$ cat src/verilog/dsr_defs.vh
// register offsets, field positions, codes and timing values in ns for the sine/reset/fault block
`ifndef DSR_DEFS_VH
`define DSR_DEFS_VH
// register addresses (7-bit)
`define DSR_ADDR_FUNC0 7'h00
`define DSR_ADDR_FUNC1 7'h01
`define DSR_ADDR_CCFG 7'h02
`define DSR_ADDR_TRIG 7'h03
`define DSR_ADDR_STAT 7'h04
`define DSR_ADDR_GPIO 7'h05
`define DSR_ADDR_NVMW 7'h06
// channel waveform cfg fields
`define DSR_WSEL_LSB 0
`define DSR_WSEL_MSB 2
`define DSR_PHASE_LSB 3
`define DSR_PHASE_MSB 4
`define DSR_SLEW_LSB 5
`define DSR_SLEW_MSB 8
`define DSR_WSEL_SINE 3'h4
// common config fields
`define DSR_CCFG_LOCK 14
`define DSR_CCFG_REF 13
`define DSR_CCFG_IPDN0 2
`define DSR_CCFG_IPDN1 5
`define DSR_CCFG_VPDN0_LSB 0
`define DSR_CCFG_VPDN1_LSB 3
// trigger fields
`define DSR_TRIG_RST_LSB 0
`define DSR_TRIG_UNL_LSB 4
`define DSR_CODE_SWRST 4'ha
`define DSR_CODE_UNLOCK 4'h5
// gpio config fields
`define DSR_GPIO_RST_EN 0
`define DSR_GPIO_PDN_LSB 1
// status bits
`define DSR_STAT_USER 1
`define DSR_STAT_INT 0
`define DSR_STAT_BUSY 2
// reset values
`define DSR_FUNC_RST 16'h0000
`define DSR_CCFG_RST 16'h003f
`define DSR_GPIO_RST 16'h0000
// timing and crc constants
`define DSR_BOOT_NS 100000
`define DSR_SLEW_UNIT_NS 1000
`define DSR_CRC_POLY 16'h1021
`define DSR_CRC_INIT 16'hffff
`endif

$ cat src/verilog/dsr_ctrl.v
// sine generator, reset sequencing, register lock and nvm check control of a two-channel dac
//
// Contract
// - sine advances one point per slew interval
// - waveform code 100 selects sine
// - fixed 24-entry 12-bit sine table
// - four selectable starting phases per channel
// - por loads nvm, access after boot
// - reset code 1010 acts as por
// - gpio reset boots on falling edge
// - lock bit rejects all register writes except to the trigger register
// - software reset passes lock
// - unlock code 0101 bypasses the lock
// - crc-16-ccitt stored and checked at start
// - alarm bits update only at boot
// - user crc fail sets alarm, factory values
// - internal crc fail sets alarm, factory values
// - alarms clear only by reset, reloads nvm
// - reference and outputs power independently
// - power-down field decoding per channel
// - powered-down current output is high impedance
// - power-up state from nvm, gpio mapping
`timescale 1ns/100ps
`include "dsr_defs.vh"

module dsr_ctrl #(
  parameter CLK_NS = 10,
  parameter BOOT_CYCLES = (`DSR_BOOT_NS + CLK_NS - 1) / CLK_NS,
  parameter SLEW_UNIT = (`DSR_SLEW_UNIT_NS + CLK_NS - 1) / CLK_NS,
  parameter NVM_WORDS = 4
) (
  // clock and reset
  input wire clk,
  input wire rst_n,
  // register port
  input wire [6:0] reg_addr,
  input wire [15:0] reg_wdata,
  input wire reg_wr,
  input wire reg_rd,
  output reg [15:0] reg_rdata,
  // nvm interface: image words and stored crc, read at boot
  input wire [16*NVM_WORDS-1:0] user_nvm_image,
  input wire [15:0] user_nvm_crc,
  input wire [15:0] int_nvm_image,
  input wire [15:0] int_nvm_crc,
  // nvm program request: crc of current settings to be stored
  output reg nvm_prog,
  output reg [15:0] nvm_prog_crc,
  // gpio pin from outside
  input wire gpio_in,
  // channel outputs, reference enable and boot status
  output reg [11:0] sine_code0,
  output reg [11:0] sine_code1,
  output reg sine_step0,
  output reg sine_step1,
  output reg [1:0] voltage_out_powerdown0,
  output reg [1:0] voltage_out_powerdown1,
  output reg current_out_en0,
  output reg current_out_en1,
  output reg int_ref_en,
  output reg booting
);

  ////////////////////////////////////////////////////////////////////////////
  // state and registers
  localparam ST_BOOT = 3'b001;
  localparam ST_CHECK = 3'b010;
  localparam ST_RUN = 3'b100;

  reg [2:0] state; // one-hot sequencer
  reg [31:0] boot_cnt; // boot delay counter
  reg [15:0] channel_waveform_cfg0; // channel 0 function settings
  reg [15:0] channel_waveform_cfg1; // channel 1 function settings
  reg [15:0] common_cfg; // lock, reference and power-down fields
  reg [15:0] gpio_cfg; // gpio function select
  reg user_store_check_alarm; // sticky until next boot
  reg internal_store_check_alarm; // sticky until next boot
  reg [2:0] gpio_sync; // three-stage synchroniser
  reg gpio_level; // debounced level after stage agreement
  reg sw_reset; // one-cycle reset request from trigger write
  reg unlock; // lock bypass latched by unlock code
  reg [4:0] idx0; // sine index channel 0
  reg [4:0] idx1; // sine index channel 1
  reg [31:0] slew_cnt0; // slew interval counter channel 0
  reg [31:0] slew_cnt1; // slew interval counter channel 1

  wire write_ok; // write passes the lock
  wire trig_wr; // write to trigger register
  wire gpio_fall; // filtered falling edge of gpio
  wire restart; // software or gpio reset request
  wire [15:0] user_crc; // computed crc of user image
  wire [15:0] int_crc; // computed crc of internal image
  wire [15:0] live_crc; // crc over current settings for programming

  ////////////////////////////////////////////////////////////////////////////
  // crc-16-ccitt over a word array, msb first
  function [15:0] crc_word;
    input [15:0] crc_in;
    input [15:0] data;
    integer i;
    reg [15:0] c;
    begin
      c = crc_in;
      for (i = 15; i >= 0; i = i - 1)
      begin
        if (c[15] ^ data[i])
          c = {c[14:0], 1'b0} ^ `DSR_CRC_POLY;
        else
          c = {c[14:0], 1'b0};
      end
      crc_word = c;
    end
  endfunction

  function [15:0] crc_image;
    input [16*NVM_WORDS-1:0] img;
    integer k;
    reg [15:0] c;
    begin
      c = `DSR_CRC_INIT;
      for (k = 0; k < NVM_WORDS; k = k + 1)
        c = crc_word(c, img[16*k +: 16]);
      crc_image = c;
    end
  endfunction

  // fixed sine table, first quarter mirrored
  function [11:0] sine_lut;
    input [4:0] n;
    begin
      case (n)
        5'h00, 5'h0c: sine_lut = 12'h800;
        5'h01, 5'h0b: sine_lut = 12'h9a8;
        5'h02, 5'h0a: sine_lut = 12'hb33;
        5'h03, 5'h09: sine_lut = 12'hc87;
        5'h04, 5'h08: sine_lut = 12'hd8b;
        5'h05, 5'h07: sine_lut = 12'he2f;
        5'h06: sine_lut = 12'he66;
        5'h0d, 5'h17: sine_lut = 12'h658;
        5'h0e, 5'h16: sine_lut = 12'h4cd;
        5'h0f, 5'h15: sine_lut = 12'h379;
        5'h10, 5'h14: sine_lut = 12'h275;
        5'h11, 5'h13: sine_lut = 12'h1d1;
        5'h12: sine_lut = 12'h19a;
        default: sine_lut = 12'h800;
      endcase
    end
  endfunction

  // phase selects a quarter-period starting point
  function [4:0] phase_start;
    input [1:0] ph;
    begin
      phase_start = {1'b0, ph, 2'b00} + {2'b00, ph, 1'b0};
    end
  endfunction // ph*6: 0, 6, 12, 18

  assign user_crc = crc_image(user_nvm_image);
  assign int_crc = crc_word(`DSR_CRC_INIT, int_nvm_image);
  // same word order as the stored image (func0 lowest), so a reload checks clean
  assign live_crc = crc_image({gpio_cfg, common_cfg,
                               channel_waveform_cfg1, channel_waveform_cfg0});

  ////////////////////////////////////////////////////////////////////////////
  // gpio synchroniser and edge filter
  always @(posedge clk or negedge rst_n)
  begin
    if (!rst_n)
    begin
      gpio_sync <= 3'h7;
      gpio_level <= 1'b1;
    end
    else
    begin
      gpio_sync <= {gpio_sync[1:0], gpio_in};
      if (gpio_sync[1] == gpio_sync[2])
        gpio_level <= gpio_sync[2];
    end
  end

  // only the falling edge counts; the rise does nothing
  assign gpio_fall = gpio_cfg[`DSR_GPIO_RST_EN] && gpio_level &&
                     (gpio_sync[1] == gpio_sync[2]) && !gpio_sync[2];

  // writes pass while unlocked or bypassed by the unlock code
  assign write_ok = state[2] && reg_wr &&
                    (!common_cfg[`DSR_CCFG_LOCK] || unlock);
  // the trigger register stays writable for reset even when locked
  assign trig_wr = state[2] && reg_wr && reg_addr == `DSR_ADDR_TRIG;
  assign restart = sw_reset || gpio_fall;

  ////////////////////////////////////////////////////////////////////////////
  // boot sequencer, nvm load, crc check and register file
  always @(posedge clk or negedge rst_n)
  begin
    if (!rst_n)
    begin
      state <= ST_BOOT;
      boot_cnt <= 32'h0;
      channel_waveform_cfg0 <= `DSR_FUNC_RST;
      channel_waveform_cfg1 <= `DSR_FUNC_RST;
      common_cfg <= `DSR_CCFG_RST;
      gpio_cfg <= `DSR_GPIO_RST;
      user_store_check_alarm <= 1'b0;
      internal_store_check_alarm <= 1'b0;
      sw_reset <= 1'b0;
      unlock <= 1'b0;
      nvm_prog <= 1'b0;
      nvm_prog_crc <= 16'h0;
    end
    else
    begin
      sw_reset <= 1'b0;
      nvm_prog <= 1'b0;
      if (restart)
      begin
        // a reset event reruns the whole power-on sequence
        state <= ST_BOOT;
        boot_cnt <= 32'h0;
        unlock <= 1'b0;
      end
      else
      begin
        case (state)
          ST_BOOT:
          begin
            // hold off the host until the boot delay ends
            if (boot_cnt >= BOOT_CYCLES - 1)
              state <= ST_CHECK;
            else
              boot_cnt <= boot_cnt + 32'h1;
          end
          ST_CHECK:
          begin
            // alarms only change here, after the nvm image is read
            user_store_check_alarm <= (user_crc != user_nvm_crc);
            internal_store_check_alarm <= (int_crc != int_nvm_crc);
            if (user_crc != user_nvm_crc || int_crc != int_nvm_crc)
            begin
              // corrupt image: factory values, registers stay usable
              channel_waveform_cfg0 <= `DSR_FUNC_RST;
              channel_waveform_cfg1 <= `DSR_FUNC_RST;
              common_cfg <= `DSR_CCFG_RST;
              gpio_cfg <= `DSR_GPIO_RST;
            end
            else
            begin
              // good image: power-up state comes from nvm
              channel_waveform_cfg0 <= user_nvm_image[15:0];
              channel_waveform_cfg1 <= user_nvm_image[31:16];
              common_cfg <= user_nvm_image[47:32];
              gpio_cfg <= user_nvm_image[63:48];
            end
            state <= ST_RUN;
          end
          ST_RUN:
          begin
            if (trig_wr)
            begin
              if (reg_wdata[`DSR_TRIG_RST_LSB +: 4] == `DSR_CODE_SWRST)
                sw_reset <= 1'b1;
              if (reg_wdata[`DSR_TRIG_UNL_LSB +: 4] == `DSR_CODE_UNLOCK)
                unlock <= 1'b1;
            end
            if (write_ok)
            begin
              case (reg_addr)
                `DSR_ADDR_FUNC0: channel_waveform_cfg0 <= reg_wdata;
                `DSR_ADDR_FUNC1: channel_waveform_cfg1 <= reg_wdata;
                `DSR_ADDR_CCFG: common_cfg <= reg_wdata;
                `DSR_ADDR_GPIO: gpio_cfg <= reg_wdata;
                `DSR_ADDR_NVMW:
                begin
                  // program stores a fresh checksum beside the data
                  nvm_prog <= 1'b1;
                  nvm_prog_crc <= live_crc;
                end
                default: ;
              endcase
            end
          end
          default: state <= ST_BOOT;
        endcase
      end
    end
  end

  ////////////////////////////////////////////////////////////////////////////
  // sine generators, one per channel
  always @(posedge clk or negedge rst_n)
  begin
    if (!rst_n)
    begin
      idx0 <= 5'h0;
      idx1 <= 5'h0;
      slew_cnt0 <= 32'h0;
      slew_cnt1 <= 32'h0;
      sine_step0 <= 1'b0;
      sine_step1 <= 1'b0;
      sine_code0 <= 12'h800;
      sine_code1 <= 12'h800;
    end
    else
    begin
      sine_step0 <= 1'b0;
      sine_step1 <= 1'b0;
      // booting lags run by one cycle, so the first run cycle still parks on
      // the phase just loaded at check rather than on the pre-reset one
      if (!state[2] || booting ||
          channel_waveform_cfg0[`DSR_WSEL_MSB:`DSR_WSEL_LSB] != `DSR_WSEL_SINE)
      begin
        // idle or reset: park on the phase start point
        idx0 <= phase_start(channel_waveform_cfg0[`DSR_PHASE_MSB:`DSR_PHASE_LSB]);
        slew_cnt0 <= 32'h0;
      end
      else if (slew_cnt0 >= ({28'h0, channel_waveform_cfg0[`DSR_SLEW_MSB:`DSR_SLEW_LSB]}
                             + 32'h1) * SLEW_UNIT - 1)
      begin
        // one point per slew interval; 24 intervals per period
        slew_cnt0 <= 32'h0;
        sine_code0 <= sine_lut(idx0);
        sine_step0 <= 1'b1;
        idx0 <= (idx0 == 5'd23) ? 5'h0 : idx0 + 5'h1;
      end
      else
        slew_cnt0 <= slew_cnt0 + 32'h1;

      if (!state[2] || booting ||
          channel_waveform_cfg1[`DSR_WSEL_MSB:`DSR_WSEL_LSB] != `DSR_WSEL_SINE)
      begin
        idx1 <= phase_start(channel_waveform_cfg1[`DSR_PHASE_MSB:`DSR_PHASE_LSB]);
        slew_cnt1 <= 32'h0;
      end
      else if (slew_cnt1 >= ({28'h0, channel_waveform_cfg1[`DSR_SLEW_MSB:`DSR_SLEW_LSB]}
                             + 32'h1) * SLEW_UNIT - 1)
      begin
        slew_cnt1 <= 32'h0;
        sine_code1 <= sine_lut(idx1);
        sine_step1 <= 1'b1;
        idx1 <= (idx1 == 5'd23) ? 5'h0 : idx1 + 5'h1;
      end
      else
        slew_cnt1 <= slew_cnt1 + 32'h1;
    end
  end

  ////////////////////////////////////////////////////////////////////////////
  // power-down decode; gpio may force the mapped channels down
  always @(posedge clk or negedge rst_n)
  begin
    if (!rst_n)
    begin
      voltage_out_powerdown0 <= 2'h3;
      voltage_out_powerdown1 <= 2'h3;
      current_out_en0 <= 1'b0;
      current_out_en1 <= 1'b0;
      int_ref_en <= 1'b0;
      booting <= 1'b1;
    end
    else
    begin
      booting <= !state[2];
      int_ref_en <= state[2] && common_cfg[`DSR_CCFG_REF];
      // gpio low with mapping forces high impedance on that channel
      voltage_out_powerdown0 <= (!state[2] ||
        (gpio_cfg[`DSR_GPIO_PDN_LSB] && !gpio_level)) ? 2'h3 :
        common_cfg[`DSR_CCFG_VPDN0_LSB +: 2];
      voltage_out_powerdown1 <= (!state[2] ||
        (gpio_cfg[`DSR_GPIO_PDN_LSB + 1] && !gpio_level)) ? 2'h3 :
        common_cfg[`DSR_CCFG_VPDN1_LSB +: 2];
      // current output has no pull-down: off means high impedance
      current_out_en0 <= state[2] && !common_cfg[`DSR_CCFG_IPDN0] &&
        !(gpio_cfg[`DSR_GPIO_PDN_LSB] && !gpio_level);
      current_out_en1 <= state[2] && !common_cfg[`DSR_CCFG_IPDN1] &&
        !(gpio_cfg[`DSR_GPIO_PDN_LSB + 1] && !gpio_level);
    end
  end

  ////////////////////////////////////////////////////////////////////////////
  // read port: data one cycle after the strobe
  always @(posedge clk or negedge rst_n)
  begin
    if (!rst_n)
      reg_rdata <= 16'h0;
    else if (reg_rd)
    begin
      case (reg_addr)
        `DSR_ADDR_FUNC0: reg_rdata <= channel_waveform_cfg0;
        `DSR_ADDR_FUNC1: reg_rdata <= channel_waveform_cfg1;
        `DSR_ADDR_CCFG: reg_rdata <= common_cfg;
        `DSR_ADDR_STAT: reg_rdata <= {13'h0, booting, user_store_check_alarm,
                                      internal_store_check_alarm};
        `DSR_ADDR_GPIO: reg_rdata <= gpio_cfg;
        default: reg_rdata <= 16'h0; // trigger and unmapped read zero
      endcase
    end
    else
      reg_rdata <= 16'h0;
  end

endmodule // dsr_ctrl

$ cat config.mk
export PLATFORM = sky130hd
export DESIGN_NAME = dsr_ctrl
export DESIGN_NICKNAME = d
export VERILOG_FILES = /design/src/verilog/dsr_ctrl.v
export VERILOG_INCLUDE_DIRS = /design/src /design/src/verilog
export SDC_FILE = /design/constraint.sdc
export NUM_CORES = 1
export LEC_CHECK = 0
export BUFFER_PORTS_ARGS = -buffer_cell sky130_fd_sc_hd__buf_2
export CAP_MARGIN = 10
export CORE_ASPECT_RATIO = 1.2
export CORE_MARGIN = 3
export CORE_UTILIZATION = 48
export DETAILED_ROUTE_END_ITERATION = 12
export GPL_ROUTABILITY_DRIVEN = 0
export PLACE_DENSITY = 0.67
export SYNTH_ARGS = -nofsm -noshare
export SYNTH_HDL_FRONTEND = slang
export SYNTH_SLANG_ARGS = --single-unit
export TNS_END_PERCENT = 5
$ cat constraint.sdc
create_clock -name clk -period 7.5 [get_ports clk]
set_input_delay 1.125 -clock clk [delete_from_list [all_inputs] [get_ports clk]]
set_output_delay 1.125 -clock clk [all_outputs]
set_load 0.01 [all_outputs]
==> results.sh, run 1 <==
export IMPL_outcome="complete, no violations"
export IMPL_hold_depth=0
export IMPL_wirelength_um=49000
export IMPL_setup_viol=0
export IMPL_antenna_found_initial=2
export IMPL_synth_edf_count=0
export IMPL_whs_ps=358
export IMPL_synth_ff_type="dfrtp_1"
export IMPL_finalCritPeriodShare_pct=85.6
export IMPL_fp_dieW_um=186
export IMPL_slew_headroom_pct=18.8
export IMPL_drive_above_1_share_pct=16.1
export IMPL_syn_area_sq_um=18600
export IMPL_syn_avg_cell_area_sq_um=9.64
export IMPL_track_usage_pct=23.6
export IMPL_core_sq_um=38100
export IMPL_start_kind="flop"
export IMPL_cts_reportedPaths_clkPinSlew_ps=60
export IMPL_syn_inst=1932
export IMPL_io_buffers=206
export IMPL_ys_warn_count=0
export IMPL_viasPerCell=5.61
export IMPL_grt_start_max_net_pins=131
export IMPL_cp_top_family="adder cells"
export IMPL_grt_pass1_vias=14600
export IMPL_grt_ovfl_total=0
export IMPL_min_path_type="flop to flop"
export IMPL_cts_tree="done"
export IMPL_crit_type="flop to flop"
export IMPL_synthToLayoutAreaGrowth_pct=12.8
export IMPL_comb_power_share_pct=65.8
export IMPL_hpwl_um=38700
export IMPL_pin_count=207
export IMPL_cp_max_fo=21
export IMPL_cap_violations=0
export IMPL_ys_types=69
export IMPL_skew_ps=14.2
export IMPL_power_leakage_nw=9.54
export IMPL_pwr_share_clk_pct=17.3
export IMPL_post_cts_setup_buffers=0
export IMPL_fmax_ghz=0.156
export IMPL_powerDensity_nw_per_um2=377
export IMPL_post_cts_resized=0
export IMPL_cts_max_level=1
export IMPL_endpoint_kind="flop"
export IMPL_fin_crit_ps=6420
export IMPL_root_buffer="clkbuf_16"
export IMPL_vias=14600
export IMPL_dieArea_sq_um=41200
export IMPL_ir_drop_mv=1.72
export IMPL_antenna_left=0
export IMPL_reg2reg_depth=26
export IMPL_tns_ps=0
export IMPL_async_flop_share_pct=100
export IMPL_rsz0062_at_grt="false"
export IMPL_critPathMaxStageDelay_ps=700
export IMPL_die_h_um=222
export IMPL_ctsHoldBuffers=0
export IMPL_worst_path_stages=26
export IMPL_cts_max_path_buffers=3
export IMPL_grt_first_pass_wirelength_um=77700
export IMPL_cp_arrival_ps=6890
export IMPL_insertion_delay_ps=540
export IMPL_cts_buffers=26
export IMPL_drv_slew=0
export IMPL_syn_num_nets=2191
export IMPL_start_util_pct=49.0
export IMPL_p_seq_share_pct=17.0
export IMPL_finalNetCount=2360
export IMPL_clkSinkCount=248
export IMPL_p_int_mw=4.71
export IMPL_yosysSeqAreaShare_pct=33.4
export IMPL_drtIter0Drc=1096
export IMPL_crit_buf_inv=2
export IMPL_crit_slowest_cell="or3_1"
export IMPL_rows=78
export IMPL_tightestPinTransition_ps=1220
export IMPL_cp_data_required_time_ps=7970
export IMPL_p_sw_mw=3.20
export IMPL_swShare_pct=40.5
export IMPL_final_fill_count=3340
export IMPL_hold_viol_final=0
export IMPL_wl_per_cell_um=18.8
export IMPL_ys_ff_latch=248
export IMPL_drc_errors=0
export IMPL_final_core_util_pct=55.2
export IMPL_first_pass_iters=8
## area by class of cell
class | count | area [sq um] | share of cell area [%]
well taps | 480 | 601 | 2.86
clock buffers | 34 | 722 | 3.44
clock inverters | 13 | 179 | 0.851
multi-input cells | 1550 | 11900 | 56.7
diodes | 1 | 2.50 | 0.0119
repair buffers | 222 | 1170 | 5.58
inverters | 53 | 199 | 0.947
flip-flops and latches | 248 | 6230 | 29.6
## placed cells by master, fill, tap and decap left out, drive strengths merged, types with 7 or more instances in the layout
cell type,n
a221oi,9
and2,26
nand3,43
nor2,220
a22oi,34
nor2b,16
and3,22
a221o,44
a21boi,15
o21ai,49
buf,222
mux2i,11
o21a,7
inv,51
nand2,124
nand2b,15
xor2,146
dfrtp,230
a31oi,9
a211oi,9
nand4,20
clkinv,10
ha,117
a21o,28
mux2,16
dfstp,18
xnor3,25
nor4,10
nor3,19
xnor2,350
clkbuf,34
a21oi,90
## cell families (layout without fill, tap and decap cells)
logic type | Yosys count | count (layout) | share of synthesized area [%]
fa+ha+maj | 119 | 119 | 8.07
buf+inv | 134 | 322 | 2.94
other cells | 0 | 1 | 0
compound gates | 329 | 329 | 12.2
xor+xnor | 527 | 527 | 27.8
mux | 32 | 32 | 2.16
simple gates | 543 | 543 | 13.5
flops | 248 | 248 | 33.4
## Yosys cell counts, types with 28 or more instances
cell type | number | area, sq um
a221o_1 | 44 | 440
nand2_1 | 124 | 465
o21ai_0 | 36 | 180
a21oi_1 | 90 | 450
ha_1 | 117 | 1460
nand3_1 | 43 | 215
inv_1 | 51 | 191
xor2_1 | 146 | 1280
dfrtp_1 | 230 | 5760
a21o_1 | 28 | 210
a22oi_1 | 34 | 255
clkbuf_1 | 71 | 267
xnor2_1 | 339 | 2970
nor2_1 | 220 | 826
## stage by stage
stage,worst slack (ps),std cells,area [sq um],total power [mW]
CTS,1110,2600,21000,7.97
finish,1080,2601,21000,7.91
global placement,1230,2553,20100,6.45
detailed placement,1130,2553,20100,6.57
floorplan,1710,1932,18600,5.80
global route,515,2601,21000,8.45
## flip-flops by register name, indices dropped and copies added (netlist names), 16 cells and up
signal                 flops
slew_cnt0                 32
slew_cnt1                 32
channel_waveform_cfg0     16
nvm_prog_crc              16
reg_rdata                 16
common_cfg                16
channel_waveform_cfg1     16
boot_cnt                  32
gpio_cfg                  16
## routing by layer
layer	up-vias	GRT usage, %	share of wire, %
met1	6937	30.8	42
met5	-	0	0.014
met2	545	39.9	48
li1	6981	-	-
met4	2	8.96	4.0
met3	115	2.84	5.9
## worst paths after layout
check / from / endpoint / slack [ps]
worst max-delay path: channel_waveform_cfg1[5] / slew_cnt1[24] / 1080
worst min-delay path: gpio_sync[0] / gpio_sync[1] / 360
worst max register to register: channel_waveform_cfg1[5] / slew_cnt1[24] / 1080
worst min register to register: gpio_sync[0] / gpio_sync[1] / 360
max in group asynchronous: rst_n / sw_reset / 5630
min in group asynchronous: rst_n / slew_cnt0[25] / 640
## power by group through the flow
| stage | Sequential, mW | Clock (mW) | Combinational, mW |
|---|---|---|---|
| 5_1_grt | 1.34 | 1.46 | 5.65 |
| 3_5_place_dp | 1.37 | 0 | 5.21 |
| 2_1_floorplan | 1.37 | 0 | 4.44 |
| 3_3_place_gp | 1.37 | 0 | 5.09 |
| 4_1_cts | 1.34 | 1.40 | 5.22 |
| 6_report | 1.34 | 1.37 | 5.21 |
(Power assumes the default switching activity.)
==> run 2: changes to the inputs <==
- CELL_PAD_IN_SITES_DETAIL_PLACEMENT: unset -> 0
- CELL_PAD_IN_SITES_GLOBAL_PLACEMENT: unset -> 1
- CORE_UTILIZATION: 48 -> 47
- CTS_CLUSTER_DIAMETER: unset -> 120
- PLACE_DENSITY: 0.67 -> unset
- PLACE_DENSITY_LB_ADDON: unset -> 0.1
==> results.sh, run 2 (synthesis gave the netlist of run 1 again) <==
export IMPL_outcome="complete, no violations"
export IMPL_dieArea_sq_um=42100
export IMPL_endpoint_kind="flop"
export IMPL_p_int_mw=4.71
export IMPL_r2r_setup_slack_ps=940
export IMPL_cts_tree="done"
export IMPL_wl_per_cell_um=19.3
export IMPL_fmax_ghz=0.152
export IMPL_cts_reportedPaths_clkPinSlew_ps=70
export IMPL_slew_headroom_pct=15.8
export IMPL_hold_viol_final=0
export IMPL_comb_power_share_pct=65.7
export IMPL_p_seq_share_pct=16.7
export IMPL_finalNetCount=2362
export IMPL_whs_endpoint="gpio_sync[1]"
export IMPL_rows=79
export IMPL_antenna_left=0
export IMPL_cp_max_fo=20
export IMPL_post_cts_setup_buffers=0
export IMPL_ir_drop_mv=1.43
export IMPL_die_h_um=224
export IMPL_fp_dieW_um=188
export IMPL_grt_pass1_vias=14800
export IMPL_track_usage_pct=24.2
export IMPL_crit_type="flop to flop"
export IMPL_vias=14600
export IMPL_antenna_found_initial=1
export IMPL_multi_input_area_sq_um=11900
export IMPL_hold_depth=0
export IMPL_pwr_share_clk_pct=17.6
export IMPL_grt_first_pass_wirelength_um=81800
export IMPL_drc_errors=0
export IMPL_p_sw_mw=3.31
export IMPL_final_cell_mix="xnor2_1 (339), dfrtp_1 (230), nor2_1 (220)"
export IMPL_drtIter0Drc=754
export IMPL_root_buffer="clkbuf_16"
export IMPL_ctsHoldBuffers=0
export IMPL_antenna_cells=0
export IMPL_start_kind="flop"
export IMPL_drive_above_1_share_pct=16.5
export IMPL_r2r_end="idx1[4]"
export IMPL_first_pass_iters=6
export IMPL_cts_max_path_buffers=3
export IMPL_core_sq_um=38900
export IMPL_reg_top3="boot_cnt x32, slew_cnt0 x32, slew_cnt1 x32"
export IMPL_fin_crit_ps=6560
export IMPL_register_area_sq_um=6230
export IMPL_r2r_start="channel_waveform_cfg1[5]"
export IMPL_cts_buffers=28
export IMPL_pin_count=207
export IMPL_hpwl_um=39500
export IMPL_post_cts_resized=0
export IMPL_cp_data_required_time_ps=7960
export IMPL_io_buffers=206
export IMPL_start_util_pct=47.8
export IMPL_grt_start_max_net_pins=142
export IMPL_synthToLayoutAreaGrowth_pct=13.4
export IMPL_rsz0062_at_grt="false"
export IMPL_reg2reg_depth=26
export IMPL_viasPerCell=5.49
export IMPL_clkSinkCount=248
export IMPL_power_leakage_nw=9.57
export IMPL_powerDensity_nw_per_um2=380
export IMPL_tightestPinTransition_ps=1260
export IMPL_skew_ps=21.2
export IMPL_place_area_sq_um=20200
export IMPL_final_fill_count=3664
export IMPL_finalCritPeriodShare_pct=87.5
export IMPL_final_area_sq_um=21100
export IMPL_tns_ps=0
export IMPL_wirelength_um=51300
export IMPL_cap_violations=0
export IMPL_drv_slew=0
export IMPL_swShare_pct=41.3
export IMPL_cts_max_level=1
export IMPL_cp_arrival_ps=7030
export IMPL_min_path_type="flop to flop"
export IMPL_min_delay_start="gpio_sync[0]"
export IMPL_insertion_delay_ps=570
export IMPL_grt_ovfl_total=0
export IMPL_layout_cells_most_common="xnor2_1"
export IMPL_setup_viol=0
[run 2: cell type report]
type,count,share of cell area [%]
Clock inverter,22,1.05
Tap cell,526,3.12
Clock buffer,30,3.45
Sequential cell,248,29.5
Multi-Input combinational cell,1550,56.4
Inverter,53,0.942
Timing Repair Buffer,222,5.56
[run 2: worst max path at each step]
stage | from | end | slack [ps]
after global placement | channel_waveform_cfg1[5] | idx1[4] | 1090
after detailed placement | channel_waveform_cfg1[5] | idx1[4] | 920
after global routing | channel_waveform_cfg1[5] | idx1[4] | 330
final | channel_waveform_cfg1[5] | idx1[4] | 940
after CTS | channel_waveform_cfg1[5] | idx1[4] | 900
after floorplan | channel_waveform_cfg1[5] | sine_code1[10] | 1710
[run 2: power by group through the flow]
stage                     Clock (mW)  Sequential (mW)  Combinational (mW)
after floorplan                    0             1.37                4.44
after global placement             0             1.37                5.20
after detailed placement           0             1.37                5.23
after CTS                       1.46             1.34                5.26
after global routing            1.51             1.34                5.68
final                           1.41             1.34                5.26
[run 2: worst max-delay path: stages, from the launching register on]
cell,delay (ps)
dfrtp_1,650
nand3_1,150
xor2_1,310
inv_1,120
ha_1,300
ha_1,290
ha_1,290
ha_1,340
xnor2_1,260
and2_1,210
nand2_1,70
or3_1,710
ha_1,440
a21oi_1,140
nor2b_1,60
o21ai_0,140
nand2b_1,70
a21oi_1,140
nor2b_1,60
o21ai_0,140
nand2b_1,90
a211oi_1,340
nand3b_1,140
a21oi_1,330
nor2_1,230
a41o_1,270
o22a_1,150
[run 2: through the flow]
stage / total power, mW / setup slack, ps / std cells / utilization [%] / hold slack [ps]
after floorplan: 5.80 / 1710 / 1932 / - / 345
after global placement: 6.57 / 1090 / 2599 / 51.8 / 347
after detailed placement: 6.59 / 923 / 2599 / 51.8 / 347
after CTS: 8.05 / 896 / 2651 / 54.2 / 357
after global routing: 8.53 / 332 / 2651 / 54.2 / 363
final: 8.02 / 938 / 2651 / 54.2 / 356
[run 2: layer usage]
layer / GRT usage (%) / vias to the layer above / share of wire (%) / wire length, um
li1: - / 6989 / - / -
met3: 2.82 / 103 / 4.5 / 2320
met5: 0 / - / 0 / 0
met4: 9.25 / 0 / 4.1 / 2090
met1: 30.4 / 7050 / 42 / 21300
met2: 42.8 / 420 / 50 / 25600
==> run 3: changes to the inputs <==
- CORE_MARGIN: 3 -> 5
- GPL_TIMING_DRIVEN: unset -> 0
==> results.sh, run 3 (synthesis gave the netlist of run 1 again) <==
export IMPL_outcome="complete, no violations"
export IMPL_drtIter0Drc=704
export IMPL_design_power_total_mw=8.12
export IMPL_drc_errors=0
export IMPL_start_util_pct=47.2
export IMPL_tns_ps=0
export IMPL_hpwl_um=41400
export IMPL_powerDensity_nw_per_um2=380
export IMPL_grt_first_pass_wirelength_um=82900
export IMPL_p_seq_share_pct=16.5
export IMPL_grt_start_max_net_pins=123
export IMPL_antenna_left=0
export IMPL_slew_headroom_pct=39.4
export IMPL_pin_count=207
export IMPL_setup_viol=0
export IMPL_layout_cells_most_common="xnor2_1"
export IMPL_endpoint_kind="flop"
export IMPL_reg2reg_depth=29
export IMPL_post_place_cells=2670
export IMPL_io_buffers=202
export IMPL_crit_type="flop to flop"
export IMPL_vias=14700
export IMPL_cts_max_path_buffers=3
export IMPL_fin_cells=2722
export IMPL_rows=80
export IMPL_final_core_util_pct=54.2
export IMPL_fmax_ghz=0.149
export IMPL_cp_top_family="adder cells"
export IMPL_grt_ovfl_total=0
export IMPL_ctsHoldBuffers=0
export IMPL_synthToLayoutAreaGrowth_pct=14.8
export IMPL_dieArea_sq_um=43700
export IMPL_core_sq_um=39400
export IMPL_drive_above_1_share_pct=15.2
export IMPL_cp_arrival_ps=7150
export IMPL_grt_pass1_vias=15400
export IMPL_final_cell_mix="xnor2_1 (339), dfrtp_1 (230), nor2_1 (220)"
export IMPL_insertion_delay_ps=570
export IMPL_die_h_um=228
export IMPL_wirelength_um=52100
export IMPL_finalNetCount=2426
export IMPL_drv_slew=0
export IMPL_swShare_pct=41.6
export IMPL_wl_per_cell_um=19.1
export IMPL_cap_violations=0
export IMPL_cp_max_fo=20
export IMPL_fin_crit_ps=6710
export IMPL_cts_tree="done"
export IMPL_hold_viol_final=0
export IMPL_viasPerCell=5.40
export IMPL_final_fill_count=3720
export IMPL_finalCritPeriodShare_pct=89.5
export IMPL_cts_reportedPaths_clkPinSlew_ps=70
export IMPL_skew_ps=26.3
export IMPL_p_sw_mw=3.38
export IMPL_p_int_mw=4.74
export IMPL_first_pass_iters=5
export IMPL_crit_buf_inv=4
export IMPL_cts_buffers=28
export IMPL_comb_power_share_pct=65.6
export IMPL_min_path_type="flop to flop"
export IMPL_post_cts_setup_buffers=0
export IMPL_crit_slowest_cell="ha_1"
export IMPL_fp_dieW_um=192
export IMPL_root_buffer="clkbuf_16"
export IMPL_cts_max_level=1
export IMPL_cp_data_required_time_ps=7940
export IMPL_hold_depth=0
export IMPL_pwr_share_clk_pct=17.8
export IMPL_power_leakage_nw=9.65
export IMPL_worst_path_stages=29
export IMPL_clkSinkCount=248
export IMPL_rsz0062_at_grt="false"
export IMPL_antenna_cells=0
export IMPL_post_cts_resized=0
export IMPL_start_kind="flop"
export IMPL_track_usage_pct=23.5
export IMPL_critPathMaxStageDelay_ps=510
export IMPL_reg_top3="boot_cnt x32, slew_cnt0 x32, slew_cnt1 x32"
export IMPL_ir_drop_mv=1.69
export IMPL_antenna_found_initial=1
export IMPL_tightestPinTransition_ps=902
run 3: power groups by stage:
stage | Clock, mW | Sequential, mW | Combinational [mW]
finish | 1.45 | 1.34 | 5.33
global route | 1.54 | 1.34 | 5.74
CTS | 1.49 | 1.34 | 5.30
detailed placement | 0 | 1.37 | 5.26
global placement | 0 | 1.37 | 5.19
floorplan | 0 | 1.37 | 4.44
run 3: final timing paths:
kind                                                from        endpoint  slack (ps)
worst max register to register  channel_waveform_cfg0[5]  sine_code0[10]         790
min in group asynchronous                          rst_n    reg_rdata[5]         410
max in group asynchronous                          rst_n    boot_cnt[20]        6200
worst max-delay path            channel_waveform_cfg0[5]  sine_code0[10]         790
worst min-delay path                        gpio_sync[0]    gpio_sync[1]         360
worst min register to register              gpio_sync[0]    gpio_sync[1]         360
run 3: final cells by class:
class | instances | area (sq um) | area share [%]
Clock inverter | 17 | 184 | 0.860
Timing Repair Buffer | 205 | 1080 | 5.06
Tap cell | 533 | 667 | 3.12
Multi-Input combinational cell | 1550 | 11900 | 55.5
Inverter | 53 | 199 | 0.930
Sequential cell | 248 | 6230 | 29.1
Clock buffer | 35 | 811 | 3.79
Buffer | 81 | 350 | 1.64
run 3: per-stage QoR:
| stage | cell area, sq um | hold slack [ps] | setup slack [ps] |
|---|---|---|---|
| final | 21400 | 356 | 789 |
| after global routing | 21400 | 358 | 19.7 |
| after CTS | 21400 | 357 | 629 |
| after detailed placement | 20400 | 347 | 635 |
| after global placement | 20300 | 346 | 719 |
| after floorplan | 18600 | 345 | 1710 |
run 3: layer usage:
layer  part of all wire (%)  global-route usage, %  vias to the layer above
met3                    4.6                   2.86                      116
met5                  0.017                      0                        -
li1                       -                      -                     7108
met1                     41                   29.2                     7056
met2                     50                   41.2                      406
met4                    4.4                   9.74                        2
